[config.mk]
export PLATFORM = sky130hd
export DESIGN_NAME = psm_supervisor
export DESIGN_NICKNAME = d
export VERILOG_FILES = /design/src/rtl/psm_pkg.sv /design/src/rtl/psm_supervisor.sv
export SDC_FILE = /design/constraint.sdc
export NUM_CORES = 2
export LEC_CHECK = 0
export BUFFER_PORTS_ARGS = -buffer_cell sky130_fd_sc_hd__clkbuf_2
export CORE_MARGIN = 2
export CORE_UTILIZATION = 57
export CTS_BUF_LIST = sky130_fd_sc_hd__clkbuf_4 sky130_fd_sc_hd__clkbuf_8 sky130_fd_sc_hd__clkbuf_16
export DETAILED_ROUTE_END_ITERATION = 10
export PLACE_DENSITY_LB_ADDON = 0.25
export SETUP_SLACK_MARGIN = 0.1
export SYNTH_ARGS = -nofsm -noshare
export SYNTH_HDL_FRONTEND = slang
export SYNTH_SLANG_ARGS = --single-unit
[constraint.sdc]
create_clock -name sys_clk_in -period 22 [get_ports sys_clk_in]
set_input_delay 4.4 -clock sys_clk_in [delete_from_list [all_inputs] [get_ports sys_clk_in]]
set_output_delay 4.4 -clock sys_clk_in [all_outputs]
set_load 0.02 [all_outputs]
[src/rtl/psm_pkg.sv]
/*
 * Constants, register map and carrier types of the power supply mode
 * supervisor. Assumes a 50 MHz system clock. All sense inputs are
 * already-qualified comparator or ADC decisions, synchronous to that clock.
 */
// Summary of operation
// - Declare AC unplug within 800 ms.
// - On unplug, high voltage cell discharges X-caps.
// - X-cap discharge enabled by configuration bit.
// - Standby unplug needs 240 ms without mains pulses.
// - Low feedback over blanking stops switching, pauses.
// - Feedback or supply wake starts a burst.
// - Burst has fixed length, soft ramp both ends.
// - After one burst, stop and sleep again.
// - Adapt burst rate toward maximum off-time.
// - Feedback at exit level leaves burst mode.
// - Off-time at minimum leaves burst mode.
// - Supply on/off thresholds with hysteresis.
// - Supply overvoltage over blanking forces auto-restart.
// - Over-temperature forces auto-restart until released.
// - Auto-restart stops switching, keeps startup cell on.
// - Break time expiry starts a new startup.
// - PFC cycle: on, freewheel, then waiting.
// - Softstart first valley, scaled on-time, then multimode.
// - Critical conduction: constant on-time, restart at zero.
// - Light load delays to valleys two..ten, DCM.
// - On-time compensated cycle by cycle for valleys.
// - Load configuration from OTP before operating.
package psm_pkg;

  // ============================================================
  // Clock and time
  localparam int CLK_HZ = 50_000_000;
  localparam int MS_CYCLES = CLK_HZ / 1000;
  localparam logic [15:0] UNPLUG_MAX_MS = 16'h0320;   // 800 ms
  localparam logic [15:0] UNPLUG_BLANK_MS = 16'h00F0; // 240 ms
  localparam logic [3:0] RAMP_TOP = 4'hF;
  localparam logic [3:0] VALLEY_MAX = 4'hA;
  localparam logic [3:0] VALLEY_DCM = 4'hB;

  // ============================================================
  // Register map (word index on the register port)
  localparam logic [3:0] CFG_CTRL = 4'h0;       // bit 0 X-cap discharge
  localparam logic [3:0] CFG_BURST_ON = 4'h1;   // ms
  localparam logic [3:0] CFG_OFF_MAX = 4'h2;    // ms
  localparam logic [3:0] CFG_OFF_MIN = 4'h3;    // ms
  localparam logic [3:0] CFG_BURST_BLK = 4'h4;  // ms
  localparam logic [3:0] CFG_OVP_BLK = 4'h5;    // ms
  localparam logic [3:0] CFG_AR_BREAK = 4'h6;   // ms
  localparam logic [3:0] CFG_MIN_ON = 4'h7;     // cycles
  localparam logic [3:0] CFG_PER_MIN = 4'h8;    // cycles
  localparam logic [3:0] CFG_PER_MAX = 4'h9;    // cycles
  localparam logic [3:0] REG_STATUS = 4'hA;
  localparam logic [3:0] CFG_WORDS = 4'hA;
  localparam int CTRL_XCAP_BIT = 0;

  // Reset values, overwritten by the OTP load
  localparam logic [9:0][15:0] CFG_RESET = {
    16'h1000, 16'h0100, 16'h0032, 16'h03E8, 16'h000A,
    16'h0014, 16'h0005, 16'h0064, 16'h0014, 16'h0001};

  // ============================================================
  // Types
  typedef enum logic [2:0] {
    PSM_LOAD = 3'b000,
    PSM_STARTUP = 3'b001,
    PSM_SOFTSTART = 3'b010,
    PSM_NORMAL = 3'b011,
    PSM_BURST_PAUSE = 3'b100,
    PSM_BURST_ON = 3'b101,
    PSM_AUTO_RESTART = 3'b110
  } psm_mode_t;

  typedef enum logic [1:0] {
    PSM_PFC_IDLE = 2'b00,
    PSM_PFC_ON = 2'b01,
    PSM_PFC_FREE = 2'b10,
    PSM_PFC_WAIT = 2'b11
  } psm_pfc_ph_t;

  typedef struct packed {
    logic fb_burst_enter;  // feedback below burst entry level
    logic fb_burst_wake;   // feedback at burst wake level
    logic fb_burst_exit;   // feedback at burst exit level
    logic vcc_on;          // supply above supply_enable_threshold
    logic vcc_off;         // supply below supply_disable_threshold
    logic vcc_burst_wake;  // supply below burst wake level
    logic vcc_ovp;         // supply above supply_overvoltage_threshold
    logic temp_otp;        // temperature above protection level
    logic temp_release;    // temperature below release level
    logic mf_pulse;        // mains pulse on multi_function_io_pin
    logic bus_target;      // PFC bus at target voltage
    logic zcd;             // inductor current reached zero
    logic valley;          // one drain ringing valley seen
  } psm_sense_t;

  typedef struct packed {
    psm_mode_t mode;
    logic [9:0][15:0] cfg;
    logic [3:0] ld_idx;
    logic [3:0] otp_addr;
    logic [15:0] tick_cnt;
    logic [15:0] blank_cnt;
    logic [15:0] ovp_cnt;
    logic [15:0] ar_cnt;
    logic [15:0] ac_cnt;
    logic [15:0] burst_cnt;
    logic [15:0] off_cnt;
    logic [15:0] wake_lim;
    logic unplug;
    psm_pfc_ph_t pfc_ph;
    logic [15:0] pfc_cnt;
    logic [15:0] period_cnt;
    logic [3:0] valley;
    logic [3:0] valley_seen;
    logic [15:0] ton;
    logic [15:0] ton_hold;
    logic gate;
    logic llc_en;
    logic [3:0] level;
    logic hv;
    logic [15:0] rdata;
  } psm_state_t;

endpackage : psm_pkg

[src/rtl/psm_supervisor.sv]
/*
 * Power supply mode supervisor: OTP load, supply lockout, protection
 * and auto-restart, burst standby, AC unplug with X-cap discharge, and
 * PFC valley-mode cycle control. Assumes synchronous sense decisions,
 * an OTP array that returns the word of the previous cycle's address,
 * and a register master with one-cycle strobes.
 */
`timescale 1ns/100ps
module psm_supervisor #(
  parameter int TICK_CYCLES = psm_pkg::MS_CYCLES
) (
  input wire logic sys_clk_in,
  input wire logic rst_n_in,
  input wire psm_pkg::psm_sense_t sense_in,
  input wire logic [7:0] pi_scale_in,
  input wire logic [15:0] ontime_in,
  input wire logic [15:0] otp_data_in,
  input wire logic [3:0] reg_addr_in,
  input wire logic [15:0] reg_wdata_in,
  input wire logic reg_wr_in,
  input wire logic reg_rd_in,
  output logic [15:0] reg_rdata_out,
  output logic [3:0] otp_addr_out,
  output logic pfc_gate_out,
  output logic llc_enable_out,
  output logic [3:0] llc_soft_level_out,
  output logic hv_cell_out,
  output psm_pkg::psm_mode_t mode_out
);

  // ============================================================
  // State
  psm_pkg::psm_state_t st_reg;
  psm_pkg::psm_state_t st_next;
  logic ms_tick;
  logic operating;
  logic protect;
  logic xcap_en;

  function automatic logic [15:0] sat_inc(input logic [15:0] v);
    sat_inc = (v == 16'hFFFF) ? v : 16'(v + 16'h0001);
  endfunction : sat_inc

  // Shared decodes of the current state
  assign ms_tick = (st_reg.tick_cnt == 16'(TICK_CYCLES - 1));
  assign xcap_en = st_reg.cfg[psm_pkg::CFG_CTRL][psm_pkg::CTRL_XCAP_BIT];
  assign operating = (st_reg.mode == psm_pkg::PSM_SOFTSTART) ||
                     (st_reg.mode == psm_pkg::PSM_NORMAL) ||
                     (st_reg.mode == psm_pkg::PSM_BURST_PAUSE) ||
                     (st_reg.mode == psm_pkg::PSM_BURST_ON);
  assign protect = operating && (sense_in.temp_otp ||
    (st_reg.ovp_cnt >= st_reg.cfg[psm_pkg::CFG_OVP_BLK]));

  // ============================================================
  // Next state
  always_comb begin
    logic [23:0] prod;
    logic [19:0] comp;
    logic [15:0] ton_new;
    logic [3:0] valley_new;
    logic [15:0] remain;
    logic start;
    prod = '0;
    comp = '0;
    ton_new = '0;
    valley_new = '0;
    remain = '0;
    start = 1'b0;
    st_next = st_reg;
    st_next.tick_cnt = ms_tick ? 16'h0000 : 16'(st_reg.tick_cnt + 16'h0001);

    // Register port: read data stands one cycle after the strobe
    st_next.rdata = 16'h0000;
    if (reg_rd_in) begin
      if (reg_addr_in < psm_pkg::CFG_WORDS) begin
        st_next.rdata = st_reg.cfg[reg_addr_in];
      end else if (reg_addr_in == psm_pkg::REG_STATUS) begin
        st_next.rdata = {7'h00, st_reg.unplug, st_reg.valley, 1'b0,
                         st_reg.mode};
      end
    end
    if (reg_wr_in && (reg_addr_in < psm_pkg::CFG_WORDS)) begin
      st_next.cfg[reg_addr_in] = reg_wdata_in;
    end

    // AC unplug: time since last mains pulse
    if (st_reg.mode != psm_pkg::PSM_LOAD) begin
      if (sense_in.mf_pulse) begin
        st_next.ac_cnt = 16'h0000;
        st_next.unplug = 1'b0;
      end else if (ms_tick) begin
        st_next.ac_cnt = sat_inc(st_reg.ac_cnt);
      end
      if (!sense_in.mf_pulse &&
          st_reg.ac_cnt >= psm_pkg::UNPLUG_BLANK_MS) begin
        st_next.unplug = 1'b1;
      end
    end

    // Blanking counters restart when their condition drops
    if (st_reg.mode == psm_pkg::PSM_NORMAL && sense_in.fb_burst_enter) begin
      if (ms_tick) st_next.blank_cnt = sat_inc(st_reg.blank_cnt);
    end else begin
      st_next.blank_cnt = 16'h0000;
    end
    if (sense_in.vcc_ovp) begin
      if (ms_tick) st_next.ovp_cnt = sat_inc(st_reg.ovp_cnt);
    end else begin
      st_next.ovp_cnt = 16'h0000;
    end

    // Mode sequencing
    case (st_reg.mode)
      psm_pkg::PSM_LOAD: begin
        if (st_reg.ld_idx != 4'h0) begin
          st_next.cfg[4'(st_reg.ld_idx - 4'h1)] = otp_data_in;
        end
        if (st_reg.ld_idx == psm_pkg::CFG_WORDS) begin
          st_next.mode = psm_pkg::PSM_STARTUP;
        end else begin
          st_next.ld_idx = 4'(st_reg.ld_idx + 4'h1);
        end
        // Address equals the index, so data of ld_idx-1 arrives now
        st_next.otp_addr = st_next.ld_idx;
      end
      psm_pkg::PSM_STARTUP: begin
        if (sense_in.vcc_on) st_next.mode = psm_pkg::PSM_SOFTSTART;
      end
      psm_pkg::PSM_SOFTSTART, psm_pkg::PSM_NORMAL,
      psm_pkg::PSM_BURST_PAUSE, psm_pkg::PSM_BURST_ON: begin
        if (sense_in.vcc_off) begin
          st_next.mode = psm_pkg::PSM_STARTUP;
        end else if (protect) begin
          st_next.mode = psm_pkg::PSM_AUTO_RESTART;
          st_next.ar_cnt = 16'h0000;
        end else if (st_reg.mode == psm_pkg::PSM_SOFTSTART) begin
          if (sense_in.bus_target) st_next.mode = psm_pkg::PSM_NORMAL;
        end else if (st_reg.mode == psm_pkg::PSM_NORMAL) begin
          if (st_reg.blank_cnt >= st_reg.cfg[psm_pkg::CFG_BURST_BLK]) begin
            st_next.mode = psm_pkg::PSM_BURST_PAUSE;
            st_next.off_cnt = 16'h0000;
            st_next.wake_lim = 16'hFFFF;
          end
        end else if (sense_in.fb_burst_exit) begin
          st_next.mode = psm_pkg::PSM_NORMAL;
        end else if (st_reg.mode == psm_pkg::PSM_BURST_PAUSE) begin
          if (sense_in.fb_burst_wake || sense_in.vcc_burst_wake ||
              st_reg.off_cnt >= st_reg.wake_lim) begin
            if (st_reg.off_cnt <= st_reg.cfg[psm_pkg::CFG_OFF_MIN]) begin
              st_next.mode = psm_pkg::PSM_NORMAL;
            end else begin
              st_next.mode = psm_pkg::PSM_BURST_ON;
              st_next.burst_cnt = 16'h0000;
            end
            if (st_reg.off_cnt > st_reg.cfg[psm_pkg::CFG_OFF_MAX]) begin
              // Move forced wake halfway toward the off-time target
              st_next.wake_lim = 16'(({1'b0, st_reg.off_cnt} +
                {1'b0, st_reg.cfg[psm_pkg::CFG_OFF_MAX]}) >> 1);
            end
          end else if (ms_tick) begin
            st_next.off_cnt = sat_inc(st_reg.off_cnt);
          end
        end else begin
          if (st_reg.burst_cnt >= st_reg.cfg[psm_pkg::CFG_BURST_ON]) begin
            st_next.mode = psm_pkg::PSM_BURST_PAUSE;
            st_next.off_cnt = 16'h0000;
          end else if (ms_tick) begin
            st_next.burst_cnt = sat_inc(st_reg.burst_cnt);
          end
        end
      end
      psm_pkg::PSM_AUTO_RESTART: begin
        if (st_reg.ar_cnt >= st_reg.cfg[psm_pkg::CFG_AR_BREAK]) begin
          if (sense_in.temp_release) begin
            st_next.mode = psm_pkg::PSM_STARTUP;
          end else begin
            st_next.ar_cnt = 16'h0000;
          end
        end else if (ms_tick) begin
          st_next.ar_cnt = sat_inc(st_reg.ar_cnt);
        end
      end
      default: begin
        st_next.mode = psm_pkg::PSM_LOAD;
      end
    endcase

    // PFC on-time and valley choice for a new cycle
    prod = 24'(st_reg.cfg[psm_pkg::CFG_MIN_ON] * pi_scale_in);
    valley_new = st_reg.valley;
    if (st_reg.mode == psm_pkg::PSM_SOFTSTART) begin
      valley_new = 4'h1;
      ton_new = prod[19:4];
    end else begin
      if (st_reg.period_cnt < st_reg.cfg[psm_pkg::CFG_PER_MIN] &&
          st_reg.valley < psm_pkg::VALLEY_DCM) begin
        valley_new = 4'(st_reg.valley + 4'h1);
      end else if (st_reg.period_cnt > st_reg.cfg[psm_pkg::CFG_PER_MAX] &&
                   st_reg.valley > 4'h1) begin
        valley_new = 4'(st_reg.valley - 4'h1);
      end
      comp = 20'((st_reg.ton_hold >> 3) * 4'(valley_new - 4'h1));
      ton_new = 16'(st_reg.ton_hold + comp[15:0]);
    end
    if (ton_new == 16'h0000) ton_new = 16'h0001;

    // On-time held over a mains cycle
    if (sense_in.mf_pulse || st_reg.pfc_ph == psm_pkg::PSM_PFC_IDLE) begin
      st_next.ton_hold = ontime_in;
    end

    // PFC switching cycle
    st_next.period_cnt = sat_inc(st_reg.period_cnt);
    if (st_reg.mode != psm_pkg::PSM_SOFTSTART &&
        st_reg.mode != psm_pkg::PSM_NORMAL) begin
      st_next.pfc_ph = psm_pkg::PSM_PFC_IDLE;
      st_next.valley = 4'h1;
    end else begin
      case (st_reg.pfc_ph)
        psm_pkg::PSM_PFC_IDLE: start = 1'b1;
        psm_pkg::PSM_PFC_ON: begin
          st_next.pfc_cnt = sat_inc(st_reg.pfc_cnt);
          if (st_next.pfc_cnt >= st_reg.ton) begin
            st_next.pfc_ph = psm_pkg::PSM_PFC_FREE;
          end
        end
        psm_pkg::PSM_PFC_FREE: begin
          if (sense_in.zcd) begin
            if (st_reg.valley == 4'h1) begin
              start = 1'b1;
            end else begin
              st_next.pfc_ph = psm_pkg::PSM_PFC_WAIT;
              st_next.valley_seen = 4'h0;
            end
          end
        end
        psm_pkg::PSM_PFC_WAIT: begin
          if (sense_in.valley) begin
            st_next.valley_seen = 4'(st_reg.valley_seen + 4'h1);
          end
          if ((sense_in.valley && st_reg.valley <= psm_pkg::VALLEY_MAX &&
               4'(st_reg.valley_seen + 4'h2) >= st_reg.valley) ||
              st_reg.period_cnt >= st_reg.cfg[psm_pkg::CFG_PER_MAX]) begin
            start = 1'b1;
          end
        end
        default: st_next.pfc_ph = psm_pkg::PSM_PFC_IDLE;
      endcase
    end
    if (start) begin
      st_next.pfc_ph = psm_pkg::PSM_PFC_ON;
      st_next.pfc_cnt = 16'h0000;
      st_next.period_cnt = 16'h0000;
      st_next.valley = valley_new;
      st_next.ton = ton_new;
    end

    // Output drives, registered with the state
    st_next.gate = (st_next.pfc_ph == psm_pkg::PSM_PFC_ON) &&
      (st_next.mode == psm_pkg::PSM_SOFTSTART ||
       st_next.mode == psm_pkg::PSM_NORMAL);
    st_next.llc_en = (st_next.mode == psm_pkg::PSM_SOFTSTART) ||
                     (st_next.mode == psm_pkg::PSM_NORMAL) ||
                     (st_next.mode == psm_pkg::PSM_BURST_ON);
    remain = 16'(st_reg.cfg[psm_pkg::CFG_BURST_ON] - st_next.burst_cnt);
    if (st_next.mode == psm_pkg::PSM_BURST_ON) begin
      st_next.level = psm_pkg::RAMP_TOP;
      if (st_next.burst_cnt < 16'(psm_pkg::RAMP_TOP)) begin
        st_next.level = st_next.burst_cnt[3:0];
      end
      if (remain < 16'(st_next.level)) st_next.level = remain[3:0];
    end else begin
      st_next.level = st_next.llc_en ? psm_pkg::RAMP_TOP : 4'h0;
    end
    st_next.hv = (st_next.mode == psm_pkg::PSM_STARTUP) ||
                 (st_next.mode == psm_pkg::PSM_AUTO_RESTART) ||
                 (st_next.unplug &&
                  st_next.cfg[psm_pkg::CFG_CTRL][psm_pkg::CTRL_XCAP_BIT]);
  end

  // ============================================================
  // State register
  always_ff @(posedge sys_clk_in or negedge rst_n_in) begin
    if (!rst_n_in) begin
      st_reg <= '0;
      st_reg.mode <= psm_pkg::PSM_LOAD;
      st_reg.cfg <= psm_pkg::CFG_RESET;
      st_reg.wake_lim <= 16'hFFFF;
      st_reg.valley <= 4'h1;
    end else begin
      st_reg <= st_next;
    end
  end

  // Outputs straight from the state register
  assign reg_rdata_out = st_reg.rdata;
  assign otp_addr_out = st_reg.otp_addr;
  assign pfc_gate_out = st_reg.gate;
  assign llc_enable_out = st_reg.llc_en;
  assign llc_soft_level_out = st_reg.level;
  assign hv_cell_out = st_reg.hv;
  assign mode_out = st_reg.mode;
endmodule : psm_supervisor

==> reports/qor_table.md <==
| Stage | Parameter | This run |
| --- | --- | --- |
| grt | Initial antenna violation count | 2 |
| timing | Hold violation count in the final report | 0 |
| place | Detailed Place HPWL | 64.6 mm |
| worst setup path | Setup slack of the most critical reg-to-reg path | 13.32 ns |
| place | Port Buf Inserts | 106 |
| grt | Via count of the first global-routing pass | 24800 |
| detailed routing | DR WL/cell | 19.6 µm |
| worst setup path | Depth of the most critical reg-to-reg path | 29 |
| clock tree | Buffer type at the clock tree root | clkbuf_16 |
| run | Max_cap viols | 0 |
| floorplan | Starting density of the core | 57.3% |
| finish | Ratio of cells with drive above 1 in the final layout | 10.4% |
| yosys | Post-synthesis mux area share | 8.89% |
| grt | Combined global-route utilization of all metal layers | 30.0% |
| yosys | Simple-gate portion of the synthesized area | 17.5% |
| clock tree | Clock latency of the later-clocked register in the worst-skew pair | 0.62 ns |
| floorplan | Overall die width | 241 µm |
| worst setup path | Source of the critical timing path | sense_in[10] |
| finish | Post-synthesis to final-layout area growth | 8.10% |
| detailed routing | Total via count after detailed routing | 26000 |
| yosys | Mapped Cells | 3617 |
| clock tree | Number of H-tree levels | 2 |
| floorplan | Die Span Y | 241 µm |
| yosys | Synth Area in Compound Gates | 14.1% |
| timing | Setup TNS after final layout | 0 ns |
| hold path | Path class of the lowest-slack min-delay path | register to register |
| place | Weighted congestion reported at the end of routability-driven placement | 0.936 |
| place | Number of placed cells counting well taps | 4301 |
| power | Sw frac | 45.8% |
| clock tree | TritonCTS clock tree | done |
| timing | Slew margin rel. | 22.1% |
| worst setup path | Endpoint of the worst setup timing path | llc_soft_level_out[2] |
| finish | Final nets | 4062 |
| yosys | Total of warnings raised by yosys | 0 |
| power | Worst IR drop on VDD | 0.207 mV |
| yosys | Cell area after technology mapping | 0.0321 mm² |
| clock tree | Clock net sink count | 393 |
| worst setup path | Crit path required time | 22.47 ns |
| finish | Count of non-filler cells in the finished layout | 4391 |
| power | Sequential share of power | 21.6% |
| power | Standby leakage power | 16.9 nW |
| detailed routing | DRC violation total after the first TritonRoute iteration | 2061 |
| clock tree | Number of CTS-inserted buffers | 48 |
| yosys | Part of the Yosys area used for sequential elements | 30.7% |
| power | P_int | 2.99 mW |
| timing | Worst clock skew | 0.0353 ns |
| detailed routing | Drt first pass iters | 6 |
| yosys | Share of async-settable or async-resettable flops after synthesis | 100% |
| detailed routing | Drc violations | 0 |
| timing | Count of final max-slew check failures | 0 |
| detailed routing | Number of nets with antenna violations after detailed routing | 0 |
| floorplan | Standard cell core area | 0.0561 mm² |
| yosys | Cell types occupying the most area after synthesis | dfrtp_1 (27%), ha_1 (11%), fa_1 (7.2%) |
| timing | Setup-violating endpoint count in the final report | 0 |
| power | Reported net switching power | 2.53 mW |
| yosys | Leading area contributor after synthesis | dfrtp_1 |
| power | Power density over the cells | 159 mW/mm² |
| yosys | Distinct cell type count after synthesis | 116 |
| yosys | EDFF count, synth | 0 |
| finish | Max FFs per register | 363 |
| floorplan | I/O pin count | 107 |
| power | Fraction of power consumed by the clock network | 16.3% |
| floorplan | Area of the die | 0.0583 mm² |
| power | Portion of total power attributed to combinational logic | 62.1% |
| grt | Largest net degree at the start of global routing | 117 |
| clock tree | Clock slew seen by the registers of the worst setup and hold paths | 0.07 ns |
| timing | Shortest clock period the worst path allows after layout | 9.63 ns |
| worst setup path | Endpoint type of the worst setup path | register |
| worst setup path | Worst R2R End | st_reg[39] |
| yosys | Ys flop type | dfrtp_1 |
| clock tree | Hold Buf Count CTS | 0 |
| power | Total design power | 5.53 mW |
| clock tree | PostCTS Resize Cnt | 0 |
| detailed routing | DR vias/cell | 5.91 |
| yosys | Fraction of synthesized cell area in xor and xnor cells | 3.83% |
| yosys | Syn nets | 4084 |
| grt | First-pass GRT wire length | 137 mm |
| timing | Max Freq | 0.104 GHz |
| yosys | Main combinational cell family by area after synthesis | adder cells |
| clock tree | Post-CTS setup buffer count | 0 |
| worst setup path | Reg2Reg Launch Point | st_reg[390] |
| yosys | Most used standard cell by instance count after synthesis | inv_1 |
| clock tree | Clock Path Buffers | 3 |
| finish | Filler cells | 4777 |
| yosys | Number of synthesized register bits | 393 |
| worst setup path | Crit Path Max Fanout | 16 |
| detailed routing | Total wirelength of the detailed-routed design | 86.1 mm |
| yosys | Adder and majority cell fraction of the synthesized area | 17.9% |
| worst setup path | Kind of launch point of the worst setup path | primary input |
| timing | Setup repair after global routing missed its margin | false |
| worst setup path | Worst EP arrival | 10.09 ns |
| run status | Run status | finished, final reports clean |
| yosys | Yosys top cell area share | 27.5% |
| yosys | Top cells by instance count after synthesis | inv_1 (369), dfrtp_1 (353), nor2_1 (348) |
| timing | Post-route clock period utilization | 43.8% |
| floorplan | Placement row count | 87 |
| worst setup path | Startpoint-to-endpoint class of the critical path | primary input to register |
| yosys | Per-instance average area after synthesis | 8.89 µm² |
| timing | Slew at the pin closest to its max-slew limit | 1.17 ns |
| grt | Overflow after GRT | 0 |
## worst min-delay path by stage
| stage | start | endpoint | slack (ns) | depth (start not counted) |
|---|---|---|---|---|
| 6_report | st_reg[210] | st_reg[210] | 0.49 | 1 |
| 5_1_grt | st_reg[210] | st_reg[210] | 0.50 | 1 |
| 4_1_cts | st_reg[210] | st_reg[210] | 0.49 | 1 |
| 3_5_place_dp | st_reg[210] | st_reg[210] | 0.49 | 1 |
| 3_3_place_gp | st_reg[210] | st_reg[210] | 0.48 | 1 |
| 2_1_floorplan | st_reg[223] | st_reg[223] | 0.45 | 1 |
## worst max-delay path, stage by stage
cell       delay [ns]
clkbuf_2         0.11
or4b_1           0.59
or2_1            0.50
nor2_2           0.38
and4_1           0.26
xnor2_1          0.06
nor2_1           0.27
inv_1            0.10
ha_1             0.33
o21a_1           0.12
o31a_1           0.12
or2_2            0.32
inv_1            0.06
ha_1             0.25
a21oi_1          0.16
nand4_1          0.12
nor3_1           0.19
nand4_1          0.11
a2111oi_0        0.43
nand4_1          0.23
a2111oi_4        0.33
nand2_1          0.14
o32ai_2          0.37
a211oi_1         0.13
## power groups by stage
stage	sequential (mW)	clock, mW	combinational [mW]
floorplan	1.06	0	2.73
global placement	1.19	0	3.33
detailed placement	1.20	0	3.39
CTS	1.18	0.911	3.43
global route	1.21	0.940	3.90
finish	1.19	0.899	3.43
## layout by cell type (no fill, tap or decap), types with 104 or more instances in the layout
cell      count
a21oi_1     215
and2_1      106
clkbuf_2    104
dfrtp_1     353
fa_1        116
ha_1        274
inv_1       369
mux2i_1     191
nand2_1     324
nor2_1      345
o21ai_0     230
## routing by layer
| layer | global-route usage, % | vias to the layer above | wire, µm |
|---|---|---|---|
| met5 | 0 | - | 7 |
| met4 | 10.6 | 2 | 3130 |
| met3 | 4.69 | 171 | 6000 |
| met2 | 47.9 | 911 | 39300 |
| met1 | 41.8 | 12600 | 37600 |
| li1 | - | 12300 | - |
## cell type report
cell class	instances	area (µm²)	share of cell area, %
Timing Repair Buffer	128	708	2.04
Clock inverter	21	379	1.09
Inverter	370	1390	4.00
Multi-Input combinational cell	2654	20000	57.6
Clock buffer	68	1430	4.12
Sequential cell	393	9880	28.4
Antenna cell	1	2.50	0.00720
Tap cell	756	946	2.72
## kinds of logic after synthesis
group           Yosys count
simple gates           1162
compound gates          720
buf+inv                 570
flops                   393
fa+ha+maj               390
mux                     243
xor+xnor                139
## through the flow
step	setup WS, ns	hold WS (ns)	util, %	cell area (µm²)
floorplan	12.80	0.453	-	32100
global placement	12.09	0.478	58.8	32900
detailed placement	11.88	0.486	58.8	32900
CTS	12.49	0.491	62.0	34700
global route	11.94	0.504	62.0	34700
finish	12.37	0.488	62.0	34700
Power figures use the tool's default switching activity.
